$ cat config.mk
export PLATFORM = sky130hd
export DESIGN_NAME = pwr_status_regs
export DESIGN_NICKNAME = d
export VERILOG_FILES = /design/src/core/pwr_status_pkg.sv /design/src/core/pwr_status_regs.sv
export SDC_FILE = /design/constraint.sdc
export NUM_CORES = 1
export LEC_CHECK = 0
export BUFFER_PORTS_ARGS = -buffer_cell sky130_fd_sc_hd__buf_2
export CAP_MARGIN = 20
export CORE_ASPECT_RATIO = 1.75
export CORE_UTILIZATION = 60
export DETAILED_ROUTE_END_ITERATION = 12
export PLACE_DENSITY = 0.8
export SLEW_MARGIN = 20
export SYNTH_ARGS = -nofsm -noshare
export SYNTH_HDL_FRONTEND = slang
export SYNTH_SLANG_ARGS = --single-unit
$ cat constraint.sdc
create_clock -name mclk -period 6.5 [get_ports mclk]
set_input_delay 0.65 -clock mclk [delete_from_list [all_inputs] [get_ports mclk]]
set_output_delay 0.65 -clock mclk [all_outputs]
set_load 0.05 [all_outputs]
$ cat src/core/pwr_status_pkg.sv
// Purpose: Shared constants and types for the port power status block
// Assumes: Byte-wide registers reached over a two-wire SMBus slave
// Notes:   Bit positions and masks are named here and nowhere else
package pwr_status_pkg;

  // ==========================================================
  // Register map and sizes
  localparam int        PORTS       = 2;
  localparam logic [7:0] OFS_CUR1   = 8'h00;
  localparam logic [7:0] OFS_CUR2   = 8'h01;
  localparam logic [7:0] OFS_STAT   = 8'h02;
  localparam logic [7:0] OFS_INT1   = 8'h03;
  localparam logic [7:0] OFS_INT2   = 8'h04;
  localparam logic [7:0] ZERO_BYTE  = 8'h00;
  localparam logic [3:0] BYTE_BITS  = 4'h8;
  localparam logic [6:0] SMB_ADDR_DEF = 7'h2C; // Arbitrary default address

  // Current reading scale: microamps per count, counts at full scale
  localparam int CUR_LSB_UA  = 13300;
  localparam int CUR_FULL    = 255;
  localparam int BACK_BIAS_MV = 150; // Comparator margin, analog side

  // ==========================================================
  // Fault status bit positions
  localparam int B_ERR   = 7;
  localparam int B_DISCH = 6;
  localparam int B_RST   = 5;  // Port 1 register only
  localparam int B_UV    = 5;  // Port 2 register only
  localparam int B_KEEP  = 4;
  localparam int B_THSD  = 3;  // Port 1 register only
  localparam int B_THRT  = 3;  // Port 2 register only
  localparam int B_OVV   = 2;  // Port 1 register only
  localparam int B_BACK  = 1;
  localparam int B_OVC   = 0;

  // Port status bit positions
  localparam int S_AL2 = 7;
  localparam int S_AL1 = 6;
  localparam int S_CC2 = 5;
  localparam int S_CC1 = 4;
  localparam int S_AT2 = 1;
  localparam int S_AT1 = 0;

  // Per-port masks, index 0 is port 1
  localparam logic [7:0] COR_MASK   [PORTS] = '{8'h7F, 8'h5B};
  localparam logic [7:0] LIVE_MASK  [PORTS] = '{8'h00, 8'h20};
  localparam logic [7:0] FAULT_MASK [PORTS] = '{8'h5F, 8'h53};
  localparam logic [7:0] SHARED_MASK = 8'h0C; // Port 1 bits alerting both
  localparam logic [7:0] ERR_MASK    = 8'h80;
  localparam logic [7:0] FLAG_RST   [PORTS] = '{8'h20, 8'h00};

  // ==========================================================
  // Types
  typedef logic [7:0] byte_t;

  typedef struct packed {
    logic cc_mode;
    logic disch_fail;
    logic low_out;
    logic rev_bias;
    logic over_ilim;
    logic over_r2min;
    logic switch_on;
    logic discharging;
    logic power_en;
    logic alert_link;
    logic autorec;
    logic attach;
  } port_sense_t;

  typedef struct packed {
    logic over_temp;
    logic supply_ov;
    logic supply_uv;
    logic thermal_reg;
    logic sleep_detect;
    logic active;
  } glob_sense_t;

  typedef enum {
    SM_IDLE, SM_ADDR, SM_ACK_A, SM_CMD, SM_ACK_C,
    SM_WDATA, SM_RDATA, SM_RACK, SM_SKIP
  } smb_state_t;

endpackage : pwr_status_pkg

$ cat src/core/pwr_status_regs.sv
// Purpose: Current readings, port status and fault status registers
// Assumes: Analog comparators arrive as asynchronous digital levels
// Notes:   Host access is a byte-wide SMBus slave with a register pointer
//
// Behaviour
// - Two read-only current counts at 00h, 01h
// - Zero count on sleep, detect, switch off, discharge
// - Refresh counts continuously while Active
// - Status bits 7,6 mirror port alert pins
// - Status bits 5,4 show constant-current mode
// - Status bits 1,0 mirror attach pins
// - Error bit sets on Error, zero when Active
// - Writing error zero rechecks faults before Active
// - Other set bits keep port in Error unless power disabled
// - Auto-recovery or power disable clears error bit
// - Fault flags clear on read once gone
// - Discharge failure sets bit 6
// - Reset flag at power-up, clears read/toggle
// - Low output voltage sets keep-out bit 4
// - Thermal and overvoltage alert both ports
// - Back bias sets bit 1
// - Overcurrent needs both current thresholds exceeded
// - Alert pins independent of error bit
// - Undervoltage bit live, holds switches off
// - Thermal throttle flag alerts only when linked
// - Port 2 bit 2 always zero
// - Registers over SMBus; unused bits read zero
`timescale 1ns/1ps
module pwr_status_regs
  import pwr_status_pkg::*;
#(
  parameter logic [6:0] SMB_ADDR = SMB_ADDR_DEF
) (
  input  wire logic        mclk,
  input  wire logic        arst_n,
  input  wire logic        smb_clk_in,
  input  wire logic        smb_dat_in,
  output logic             smb_dat_out,
  output logic             smb_dat_oe,
  input  wire port_sense_t p1_sense,
  input  wire port_sense_t p2_sense,
  input  wire glob_sense_t glob_sense,
  input  wire byte_t       p1_current_in,
  input  wire byte_t       p2_current_in,
  output logic             p1_alert_n,
  output logic             p2_alert_n,
  output logic             p1_attach_out_n,
  output logic             p2_attach_out_n,
  output logic [1:0]       port_error,
  output logic             switch_hold_off
);

  // ==========================================================
  // Input synchronisers
  localparam int SW = $bits(glob_sense_t) + 2 * $bits(port_sense_t) + 18;
  // Bus wires idle high; starting there avoids a false edge after reset
  localparam logic [SW-1:0] SYNC_IDLE = {{(SW-2){1'b0}}, 2'b11};
  logic [SW-1:0] raw, s1_r, s2_r, s3_r, stb_r, stb_nxt;
  glob_sense_t   g;
  port_sense_t   ps [PORTS];
  byte_t         cur_in [PORTS];
  logic          scl, sda;

  assign raw = {glob_sense, p2_sense, p1_sense, p2_current_in,
                p1_current_in, smb_clk_in, smb_dat_in};
  assign {g, ps[1], ps[0], cur_in[1], cur_in[0], scl, sda} = stb_r;

  // A bit moves only when stages two and three agree
  // Limitation: a multi-bit current sample may mix two readings once
  always_comb begin
    stb_nxt = (s2_r & s3_r) | (stb_r & (s2_r | s3_r));
  end

  always_ff @(posedge mclk or negedge arst_n) begin
    if (!arst_n) begin
      s1_r  <= SYNC_IDLE;
      s2_r  <= SYNC_IDLE;
      s3_r  <= SYNC_IDLE;
      stb_r <= SYNC_IDLE;
    end else begin
      s1_r  <= raw;
      s2_r  <= s1_r;
      s3_r  <= s2_r;
      stb_r <= stb_nxt;
    end
  end

  // ==========================================================
  // Register state
  byte_t      cur_r [PORTS], cur_nxt [PORTS];
  byte_t      flg_r [PORTS], flg_nxt [PORTS];
  logic [1:0] alert_n_r, alert_n_nxt, att_n_r, att_n_nxt;
  logic       uv_r, uv_nxt, pe1_q_r;
  byte_t      stat;

  // Port status view; alert and attach bits from the driven pin flops
  always_comb begin
    stat        = ZERO_BYTE;
    stat[S_AL2] = ~alert_n_r[1];
    stat[S_AL1] = ~alert_n_r[0];
    stat[S_CC2] = ps[1].cc_mode;
    stat[S_CC1] = ps[0].cc_mode;
    stat[S_AT2] = ~att_n_r[1];
    stat[S_AT1] = ~att_n_r[0];
  end

  // Read decode, shared by address ack and each next byte
  function automatic byte_t read_reg(input byte_t a);
    case (a)
      OFS_CUR1: read_reg = cur_r[0];
      OFS_CUR2: read_reg = cur_r[1];
      OFS_STAT: read_reg = stat;
      OFS_INT1: read_reg = flg_r[0];
      OFS_INT2: read_reg = flg_r[1];
      default:  read_reg = ZERO_BYTE;
    endcase
  endfunction : read_reg

  // ==========================================================
  // SMBus slave
  smb_state_t st_r, st_nxt;
  logic [3:0] cnt_r, cnt_nxt;
  byte_t      sh_r, sh_nxt, tx_r, tx_nxt, ptr_r, ptr_nxt;
  byte_t      acc_a_r, acc_a_nxt, wd_r, wd_nxt;
  logic       rw_r, rw_nxt, oe_r, oe_nxt, rd_r, rd_nxt, wr_r, wr_nxt;
  logic       scl_q_r, sda_q_r;
  logic       start_c, stop_c, rise_c, fall_c;

  assign start_c = scl && scl_q_r && sda_q_r && !sda;
  assign stop_c  = scl && scl_q_r && !sda_q_r && sda;
  assign rise_c  = scl && !scl_q_r;
  assign fall_c  = !scl && scl_q_r;

  // Byte engine; a read snapshot is taken before any clear acts
  always_comb begin
    st_nxt    = st_r;
    cnt_nxt   = cnt_r;
    sh_nxt    = sh_r;
    tx_nxt    = tx_r;
    ptr_nxt   = ptr_r;
    rw_nxt    = rw_r;
    oe_nxt    = oe_r;
    acc_a_nxt = acc_a_r;
    wd_nxt    = wd_r;
    rd_nxt    = 1'b0;
    wr_nxt    = 1'b0;
    if (start_c) begin
      st_nxt  = SM_ADDR;
      cnt_nxt = '0;
      oe_nxt  = 1'b0;
    end else if (stop_c) begin
      st_nxt = SM_IDLE;
      oe_nxt = 1'b0;
    end else if (rise_c) begin
      case (st_r)
        SM_ADDR, SM_CMD, SM_WDATA: begin
          sh_nxt  = {sh_r[6:0], sda};
          cnt_nxt = cnt_r + 4'h1;
        end
        SM_RDATA: cnt_nxt = cnt_r + 4'h1;
        SM_RACK:  if (sda) st_nxt = SM_SKIP; // Master ended the read
        default: ;
      endcase
    end else if (fall_c) begin
      case (st_r)
        SM_ADDR: begin
          if (cnt_r == BYTE_BITS) begin
            if (sh_r[7:1] == SMB_ADDR) begin
              oe_nxt = 1'b1;
              rw_nxt = sh_r[0];
              st_nxt = SM_ACK_A;
            end else begin
              st_nxt = SM_SKIP;
            end
          end
        end
        SM_ACK_A, SM_RACK: begin
          cnt_nxt = '0;
          if (st_r == SM_RACK || rw_r) begin
            tx_nxt    = read_reg(ptr_r);
            acc_a_nxt = ptr_r;
            rd_nxt    = 1'b1;
            ptr_nxt   = 8'(ptr_r + 8'h01);
            oe_nxt    = ~tx_nxt[7];
            st_nxt    = SM_RDATA;
          end else begin
            oe_nxt = 1'b0;
            st_nxt = SM_CMD;
          end
        end
        SM_CMD: begin
          if (cnt_r == BYTE_BITS) begin
            oe_nxt  = 1'b1;
            ptr_nxt = sh_r;
            st_nxt  = SM_ACK_C;
          end
        end
        SM_WDATA: begin
          if (cnt_r == BYTE_BITS) begin
            oe_nxt    = 1'b1;
            wr_nxt    = 1'b1;
            wd_nxt    = sh_r;
            acc_a_nxt = ptr_r;
            ptr_nxt   = 8'(ptr_r + 8'h01);
            st_nxt    = SM_ACK_C;
          end
        end
        SM_ACK_C: begin
          oe_nxt  = 1'b0;
          cnt_nxt = '0;
          st_nxt  = SM_WDATA;
        end
        SM_RDATA: begin
          if (cnt_r == BYTE_BITS) begin
            oe_nxt = 1'b0;
            st_nxt = SM_RACK;
          end else begin
            tx_nxt = {tx_r[6:0], 1'b0};
            oe_nxt = ~tx_r[6];
          end
        end
        default: ;
      endcase
    end
  end

  always_ff @(posedge mclk or negedge arst_n) begin
    if (!arst_n) begin
      st_r    <= SM_IDLE;
      cnt_r   <= '0;
      sh_r    <= ZERO_BYTE;
      tx_r    <= ZERO_BYTE;
      ptr_r   <= ZERO_BYTE;
      acc_a_r <= ZERO_BYTE;
      wd_r    <= ZERO_BYTE;
      rw_r    <= 1'b0;
      oe_r    <= 1'b0;
      rd_r    <= 1'b0;
      wr_r    <= 1'b0;
      scl_q_r <= 1'b1;
      sda_q_r <= 1'b1;
    end else begin
      st_r    <= st_nxt;
      cnt_r   <= cnt_nxt;
      sh_r    <= sh_nxt;
      tx_r    <= tx_nxt;
      ptr_r   <= ptr_nxt;
      acc_a_r <= acc_a_nxt;
      wd_r    <= wd_nxt;
      rw_r    <= rw_nxt;
      oe_r    <= oe_nxt;
      rd_r    <= rd_nxt;
      wr_r    <= wr_nxt;
      scl_q_r <= scl;
      sda_q_r <= sda;
    end
  end

  // ==========================================================
  // Fault flags, error latch and pins
  byte_t ofs_int [PORTS];
  assign ofs_int[0] = OFS_INT1;
  assign ofs_int[1] = OFS_INT2;

  always_comb begin
    byte_t cond, keep, others, clr;
    logic  any_c, err_clr, rd_hit, wr0, al;
    cond = ZERO_BYTE;
    keep = ZERO_BYTE;
    others = ZERO_BYTE;
    clr = ZERO_BYTE;
    any_c = 1'b0;
    err_clr = 1'b0;
    rd_hit = 1'b0;
    wr0 = 1'b0;
    al = 1'b0;
    uv_nxt = g.supply_uv; // Switches held off while supply is low
    for (int p = 0; p < PORTS; p++) begin
      cond          = ZERO_BYTE;
      cond[B_DISCH] = ps[p].disch_fail;
      cond[B_KEEP]  = ps[p].low_out;
      cond[B_BACK]  = ps[p].rev_bias;
      cond[B_OVC]   = ps[p].over_ilim && ps[p].over_r2min;
      if (p == 0) begin
        cond[B_THSD] = g.over_temp;
        cond[B_OVV] = g.supply_ov;
      end else begin
        cond[B_UV]   = g.supply_uv;
        cond[B_THRT] = g.thermal_reg;
      end
      any_c  = |(cond & FAULT_MASK[p]);
      others = flg_r[p] & ~ERR_MASK;
      rd_hit = rd_r && (acc_a_r == ofs_int[p]);
      wr0    = wr_r && (acc_a_r == ofs_int[p]) && !wd_r[B_ERR];
      // Leave Error with no fault and no other flag, or with no fault on power disable
      err_clr = flg_r[p][B_ERR] && (
                (wr0 && !any_c && others == ZERO_BYTE) ||
                (ps[p].autorec && !any_c && others == ZERO_BYTE) ||
                !ps[p].power_en);
      // Read clears only what has gone; error clear sweeps all
      clr = (rd_hit ? (COR_MASK[p] & ~cond) : ZERO_BYTE) |
            (err_clr ? COR_MASK[p] : ZERO_BYTE);
      keep = flg_r[p] & ~clr & ~LIVE_MASK[p] & ~ERR_MASK;
      // Set beats clear in the same cycle
      flg_nxt[p] = keep | (cond & COR_MASK[p]) | (cond & LIVE_MASK[p]);
      if (p == 0 && pe1_q_r != ps[0].power_en) begin
        flg_nxt[p][B_RST] = 1'b0;
      end
      flg_nxt[p][B_ERR] = (flg_r[p][B_ERR] && !err_clr) || any_c;
      // Pins follow flags, not the error latch
      al = |(flg_r[p] & FAULT_MASK[p]) |
           |(flg_r[0] & SHARED_MASK) |
           (flg_r[1][B_THRT] && ps[p].alert_link);
      alert_n_nxt[p] = ~al;
      att_n_nxt[p]   = ~ps[p].attach;
    end
  end

  always_ff @(posedge mclk or negedge arst_n) begin
    if (!arst_n) begin
      for (int p = 0; p < PORTS; p++) begin
        flg_r[p] <= FLAG_RST[p];
      end
      alert_n_r <= '1;
      att_n_r   <= '1;
      uv_r      <= 1'b0;
      pe1_q_r   <= 1'b0;
    end else begin
      for (int p = 0; p < PORTS; p++) begin
        flg_r[p] <= flg_nxt[p];
      end
      alert_n_r <= alert_n_nxt;
      att_n_r   <= att_n_nxt;
      uv_r      <= uv_nxt;
      pe1_q_r   <= ps[0].power_en;
    end
  end

  // ==========================================================
  // Current readings
  always_comb begin
    for (int p = 0; p < PORTS; p++) begin
      if (g.sleep_detect || !ps[p].switch_on || ps[p].discharging) begin
        cur_nxt[p] = ZERO_BYTE;
      end else if (g.active) begin
        cur_nxt[p] = cur_in[p];
      end else begin
        cur_nxt[p] = cur_r[p];
      end
    end
  end

  always_ff @(posedge mclk or negedge arst_n) begin
    if (!arst_n) begin
      for (int p = 0; p < PORTS; p++) begin
        cur_r[p] <= ZERO_BYTE;
      end
    end else begin
      for (int p = 0; p < PORTS; p++) begin
        cur_r[p] <= cur_nxt[p];
      end
    end
  end

  // Open-drain data: only ever pulls low
  assign smb_dat_out     = 1'b0;
  assign smb_dat_oe      = oe_r;
  assign p1_alert_n      = alert_n_r[0];
  assign p2_alert_n      = alert_n_r[1];
  assign p1_attach_out_n = att_n_r[0];
  assign p2_attach_out_n = att_n_r[1];
  assign port_error      = {flg_r[1][B_ERR], flg_r[0][B_ERR]};
  assign switch_hold_off = uv_r;
endmodule : pwr_status_regs

After elaboration in Yosys (flattened, before gate mapping)
Cells that the tools add are included.
{"block": "totals", "regBits": 311}
{"block": "classes", "add_sub_neg": 2, "eq_ne": 32, "mux": 66, "bitwise_logic": 32, "reduce_logical": 86}
{"op": "$mux W32", "count": 9}
{"op": "$pmux W32 S5", "count": 1}
{"op": "$eq A32 B3 Y1 const B", "count": 4}
{"op": "$mux W8", "count": 15}
{"op": "$and A48 B48 Y48", "count": 2}
{"op": "$or A48 B48 Y48", "count": 2}
{"op": "$eq A32 B2 Y1 const B", "count": 2}
{"op": "$mux W7", "count": 6}
{"op": "$pmux W8 S5", "count": 1}
{"op": "$eq A32 B1 Y1 const B", "count": 1}
{"op": "$eq A32 B4 Y1 const B", "count": 1}
{"op": "$logic_and A1 B1 Y1", "count": 29}
{"op": "$mux W4", "count": 7}
{"op": "$not A7 Y7", "count": 4}
{"op": "$or A7 B7 Y7", "count": 4}
{"op": "$reduce_and A7 Y1", "count": 4}
{"op": "$eq A8 B2 Y1 const B", "count": 3}
{"op": "$logic_not A8 Y1", "count": 3}
{"op": "$pmux W8 S3", "count": 1}
{"op": "$mux W1", "count": 22}
{"op": "$eq A8 B3 Y1 const B", "count": 2}
{"op": "$pmux W8 S2", "count": 1}
{"op": "$and A7 B7 Y7", "count": 2}
{"op": "$pmux W7 S2", "count": 1}
{"op": "other kinds (32)", "count": 91}

Logic depth before layout (Yosys ltp)
{"block": "logic_depth", "depth_word": 15, "mapped_depth": 9}

Worst setup path after synthesis
Ideal clock, no wire load.
{"block": "synth_timing", "path_type": "register to register", "startpoint": "register scl_q_r", "endpoint": "register wd_r[7]", "setup_ns": 0.125, "arrival_ns": 2.085, "required_ns": 6.375, "path_slack_ns": 4.290, "path_stages_with_launch": 8, "path_buffers": 1, "period_less_slack_ns": 2.210, "path_cell_list": "dfstp_2 > inv_1 > ha_1 > clkbuf_1 > nor3b_1 > a21bo_2 > nor4_1 > mux2_2"}
{"block": "synth_between", "elab_chain_len": 5, "word_cells_on_any_way": 12, "classes_between": "bitwise: 3; reduce/logical: 9"}
{"item": "start, declared", "line": "pwr_status_regs.sv:126", "source": "logic scl_q_r, sda_q_r;"}
{"item": "start signal, assigned", "line": "pwr_status_regs.sv:254", "source": "scl_q_r <= scl;"}
{"item": "$logic_and A1 B1 Y1", "line": "pwr_status_regs.sv:129, pwr_status_regs.sv:130"}
{"item": "$logic_and A1 B1 Y1, on equally long branches (2 in series)", "line": "pwr_status_regs.sv:130, pwr_status_regs.sv:129"}
{"item": "$not A1 Y1 (no source line)"}
{"item": "$reduce_and A6 Y1 (no source line) *"}
{"item": "end signal, assigned", "line": "pwr_status_regs.sv:249", "source": "wd_r <= wd_nxt;"}
{"item": "end, declared", "line": "pwr_status_regs.sv:124", "source": "byte_t acc_a_r, acc_a_nxt, wd_r, wd_nxt;"}
Mark *: on every way between the ends. The rest lies on a longest branch, timed or not.
A chain may end at the register's enable or synchronous reset.

Worst setup path in the final report
{"block": "layout_timing", "startpoint": "register scl_q_r", "endpoint": "register ptr_r[7]"}
{"block": "layout_between", "elab_chain_len": 5, "word_cells_on_any_way": 12, "classes_between": "bitwise: 3; reduce/logical: 9"}
{"item": "$logic_and A1 B1 Y1", "line": "pwr_status_regs.sv:129, pwr_status_regs.sv:130"}
{"item": "$logic_and A1 B1 Y1, on equally long branches (2 in series)", "line": "pwr_status_regs.sv:130, pwr_status_regs.sv:129"}
{"item": "$not A1 Y1 (no source line)"}
{"item": "$reduce_and A8 Y1 (no source line) *"}
{"item": "end signal, assigned", "line": "pwr_status_regs.sv:247", "source": "ptr_r <= ptr_nxt;"}
{"item": "end, declared", "line": "pwr_status_regs.sv:123", "source": "byte_t sh_r, sh_nxt, tx_r, tx_nxt, ptr_r, ptr_nxt;"}
Marks and branches as above.

==> impl_metrics.json <==
{
  "status": "finished, final reports clean",
  "crit_type": "register to register",
  "grt_antenna_before_repair": 0,
  "fp.dieH_um": 170,
  "antennaDiodeCount": 0,
  "fillers": 1051,
  "die_area_um2": 16700,
  "rsz0062_at_grt": "false",
  "syn_avg_cell_area_um2": 14.4,
  "hold_violations": 0,
  "tns_ps": 0,
  "routed_wl_mm": 18.6,
  "viasPerCell": 5.95,
  "finalWeightedCongestion": 0.889,
  "dr.pass1.iters": 5,
  "hold_path_class": "input port to register",
  "synth_nets": 732,
  "synthArstFlopShare_pct": 100,
  "drive_above_1_share_pct": 19.7,
  "cts_resized": 0,
  "yosysSeqAreaShare_pct": 71.1,
  "arrival_ps": 3200,
  "core-area_um2": 15800,
  "clk_latency_ps": 510,
  "clock_sinks": 274,
  "fin_nets": 789,
  "fin_skew_ps": 7.85,
  "grt_pass1_vias": 5976,
  "overflow": 0,
  "wl_per_cell_um": 19.9,
  "cellPowerDensity_nw_per_um2": 357,
  "yosysUniqueCellTypes": 70,
  "layout.cells.non_filler": 934,
  "finalCriticalPeriod_ps": 2770,
  "vdd_drop_max_mv": 0.293,
  "maxCapViolCount": 0,
  "max_slew_margin_pct": 35.9,
  "areaGrowthSynthToFinish_pct": 12.5,
  "syn_inst": 673,
  "start_util_pct": 61.2,
  "dp_hpwl_mm": 12.4,
  "vias": 5558,
  "root_buffer": "clkbuf_16",
  "cts_htree_levels": 1,
  "fin_crit_sh_pct": 42.6,
  "worstPathMaxFanout": 18,
  "holdBufCountCts": 0,
  "setup.worst_path.start_class": "register",
  "ys_ff_latch": 274,
  "p_leak_nw": 4.87,
  "end_kind": "register",
  "dieWidth_um": 98.0,
  "drcViolationCount": 0,
  "clk_pin_slew_worst_paths_ps": 70,
  "cts_buffers": 23,
  "use_met3_pct": 2.79,
  "numPortBuffers": 57,
  "maxClockFrequency_mhz": 361,
  "yosys_warnings": 0,
  "track_usage_pct": 23.6,
  "worst_pin_slew_ps": 961,
  "ant_nets": 0,
  "slew_violations": 0,
  "drt_iter0_markers": 427,
  "total_power_w": 0.00389,
  "required_ps": 6930,
  "use_met2_pct": 42.2,
  "synth_area_um2": 9670,
  "clock_path_buffers": 3,
  "synth_edf_count": 0,
  "busiest_layer": "met2",
  "cts_setup_buffers": 0,
  "fp-row-count": 61,
  "grt_max_degree": 139,
  "pin_count": 59,
  "use_met1_pct": 26.7,
  "grt_pass1_wl_mm": 30.5,
  "placedCellCount": 894,
  "synth_ff_type": "dfrtp_1",
  "cts_tree": "yes",
  "setup_violations": 0
}
==> worst max-delay path: stages (launching register included) <==
cell	delay [ps]
dfstp_2	550
inv_1	40
ha_1	380
nor3b_1	380
a21bo_2	310
a31oi_2	600
a21boi_0	250
a2bb2oi_1	170
==> cell usage after synthesis, drive strengths merged (3+ instances only) <==
library cell | number | area share [%]
dfrtp | 259 | 67
maj3 | 48 | 5.0
a21oi | 34 | 1.8
nand2 | 34 | 1.3
nor2 | 28 | 1.1
mux2 | 24 | 2.8
mux2i | 19 | 2.0
clkbuf | 18 | 0.70
inv | 16 | 0.62
nand3 | 16 | 0.83
dfstp | 15 | 4.1
o21ai | 14 | 0.72
ha | 9 | 1.2
nor2b | 9 | 0.58
a22oi | 8 | 0.62
a31oi | 8 | 0.58
buf | 8 | 0.48
a21o | 7 | 0.54
a31o | 6 | 0.54
nand2b | 6 | 0.39
nor4 | 6 | 0.45
o22ai | 5 | 0.32
nand4 | 4 | 0.26
nor3 | 4 | 0.21
o21bai | 4 | 0.31
a2111oi | 3 | 0.27
a2bb2oi | 3 | 0.27
a41oi | 3 | 0.27
and2 | 3 | 0.19
and3b | 3 | 0.27
nand4b | 3 | 0.27
or2 | 3 | 0.19
or3b | 3 | 0.27
==> logic make-up (layout without fill, tap and decap cells) <==
kind of cell,count (synthesis),count (layout),synth area share [%]
buf+inv,42,114,1.80
compound gates,121,121,8.64
fa+ha+maj,57,57,6.13
other cells,1,1,0.0388
mux,43,43,4.76
flops,274,274,71.1
xor+xnor,2,2,0.181
simple gates,133,133,7.37
==> path summary, 6_finish.rpt <==
check,start,cells after the start,slack [ps],endpoint
worst max-delay path,scl_q_r,7,3730,ptr_r[7]
worst min-delay path,smb_clk_in,1,240,s1_r[1]
worst max register to register,scl_q_r,7,3730,ptr_r[7]
worst min register to register,s1_r[8],0,340,s2_r[8]
max in group asynchronous,arst_n,2,5010,tx_r[3]
min in group asynchronous,arst_n,1,270,stb_r[41]
==> per-stage QoR <==
stage	setup slack (ps)	util, %	hold WS, ps	cell area [µm²]
floorplan	4290	-	331	9670
global placement	3890	64.0	331	10100
detailed placement	3780	64.0	335	10100
CTS	3750	68.9	228	10900
global route	3590	68.9	230	10900
finish	3730	68.9	241	10900
==> power breakdown <==
group | total, W | leakage (nW) | switching [W] | internal [W]
registers | 0.00201 | 3.29 | 0.000171 | 0.00184
logic | 0.000456 | 1.20 | 0.000261 | 0.000195
clock network | 0.00142 | 0.375 | 0.000581 | 0.000837
total | 0.00389 | 4.87 | 0.00101 | 0.00287
==> layout make-up <==
class                           count  area, µm²  share of cell area, %
Sequential cell                   274       6880                   63.2
Clock inverter                      8        146                   1.34
Multi-Input combinational cell    357       2620                   24.1
Timing Repair Buffer               58        315                   2.90
Tap cell                          189        236                   2.17
Clock buffer                       32        629                   5.78
Inverter                           16       60.1                  0.552
==> cells in the final DEF, fill, tap and decap left out, types with 15 or more instances in the layout <==
cell type	netlist	routed
dfrtp_1	259	259
nand2_1	34	34
mux2_2	24	24
dfstp_2	15	15
inv_1	16	16
clkbuf_16	0	23
nor2_1	27	27
mux2i_1	19	19
maj3_1	48	48
buf_2	4	56
a21oi_1	33	33
nand3_1	16	16
==> registers in the layout, indices dropped and copies added, names as in the netlist <==
| register | count |
|---|---|
| s1_r | 48 |
| flg_r | 13 |
| alert_n_r | 2 |
| wd_r | 1 |
| rd_r | 1 |
| smb_dat_oe | 1 |
| scl_q_r | 1 |
| cnt_r | 4 |
| s2_r | 48 |
| sda_q_r | 1 |
| s3_r | 48 |
| rw_r | 1 |
| port_error | 2 |
| wr_r | 1 |
| ptr_r | 8 |
| att_n_r | 2 |
| stb_r | 48 |
| acc_a_r | 8 |
| st_r | 4 |
| cur_r | 16 |
| tx_r | 7 |
| sh_r | 8 |
| pe1_q_r | 1 |
==> routing by layer <==
metal  wire length [µm]  part of all wire, %  vias to the layer above
li1                   -                    -                     2505
met1               6750                   36                     2807
met2               9940                   54                      168
met3                663                  3.6                       78
met4               1210                  6.5                        0
met5                  0                    0                        -
(Power assumes the default switching activity.)
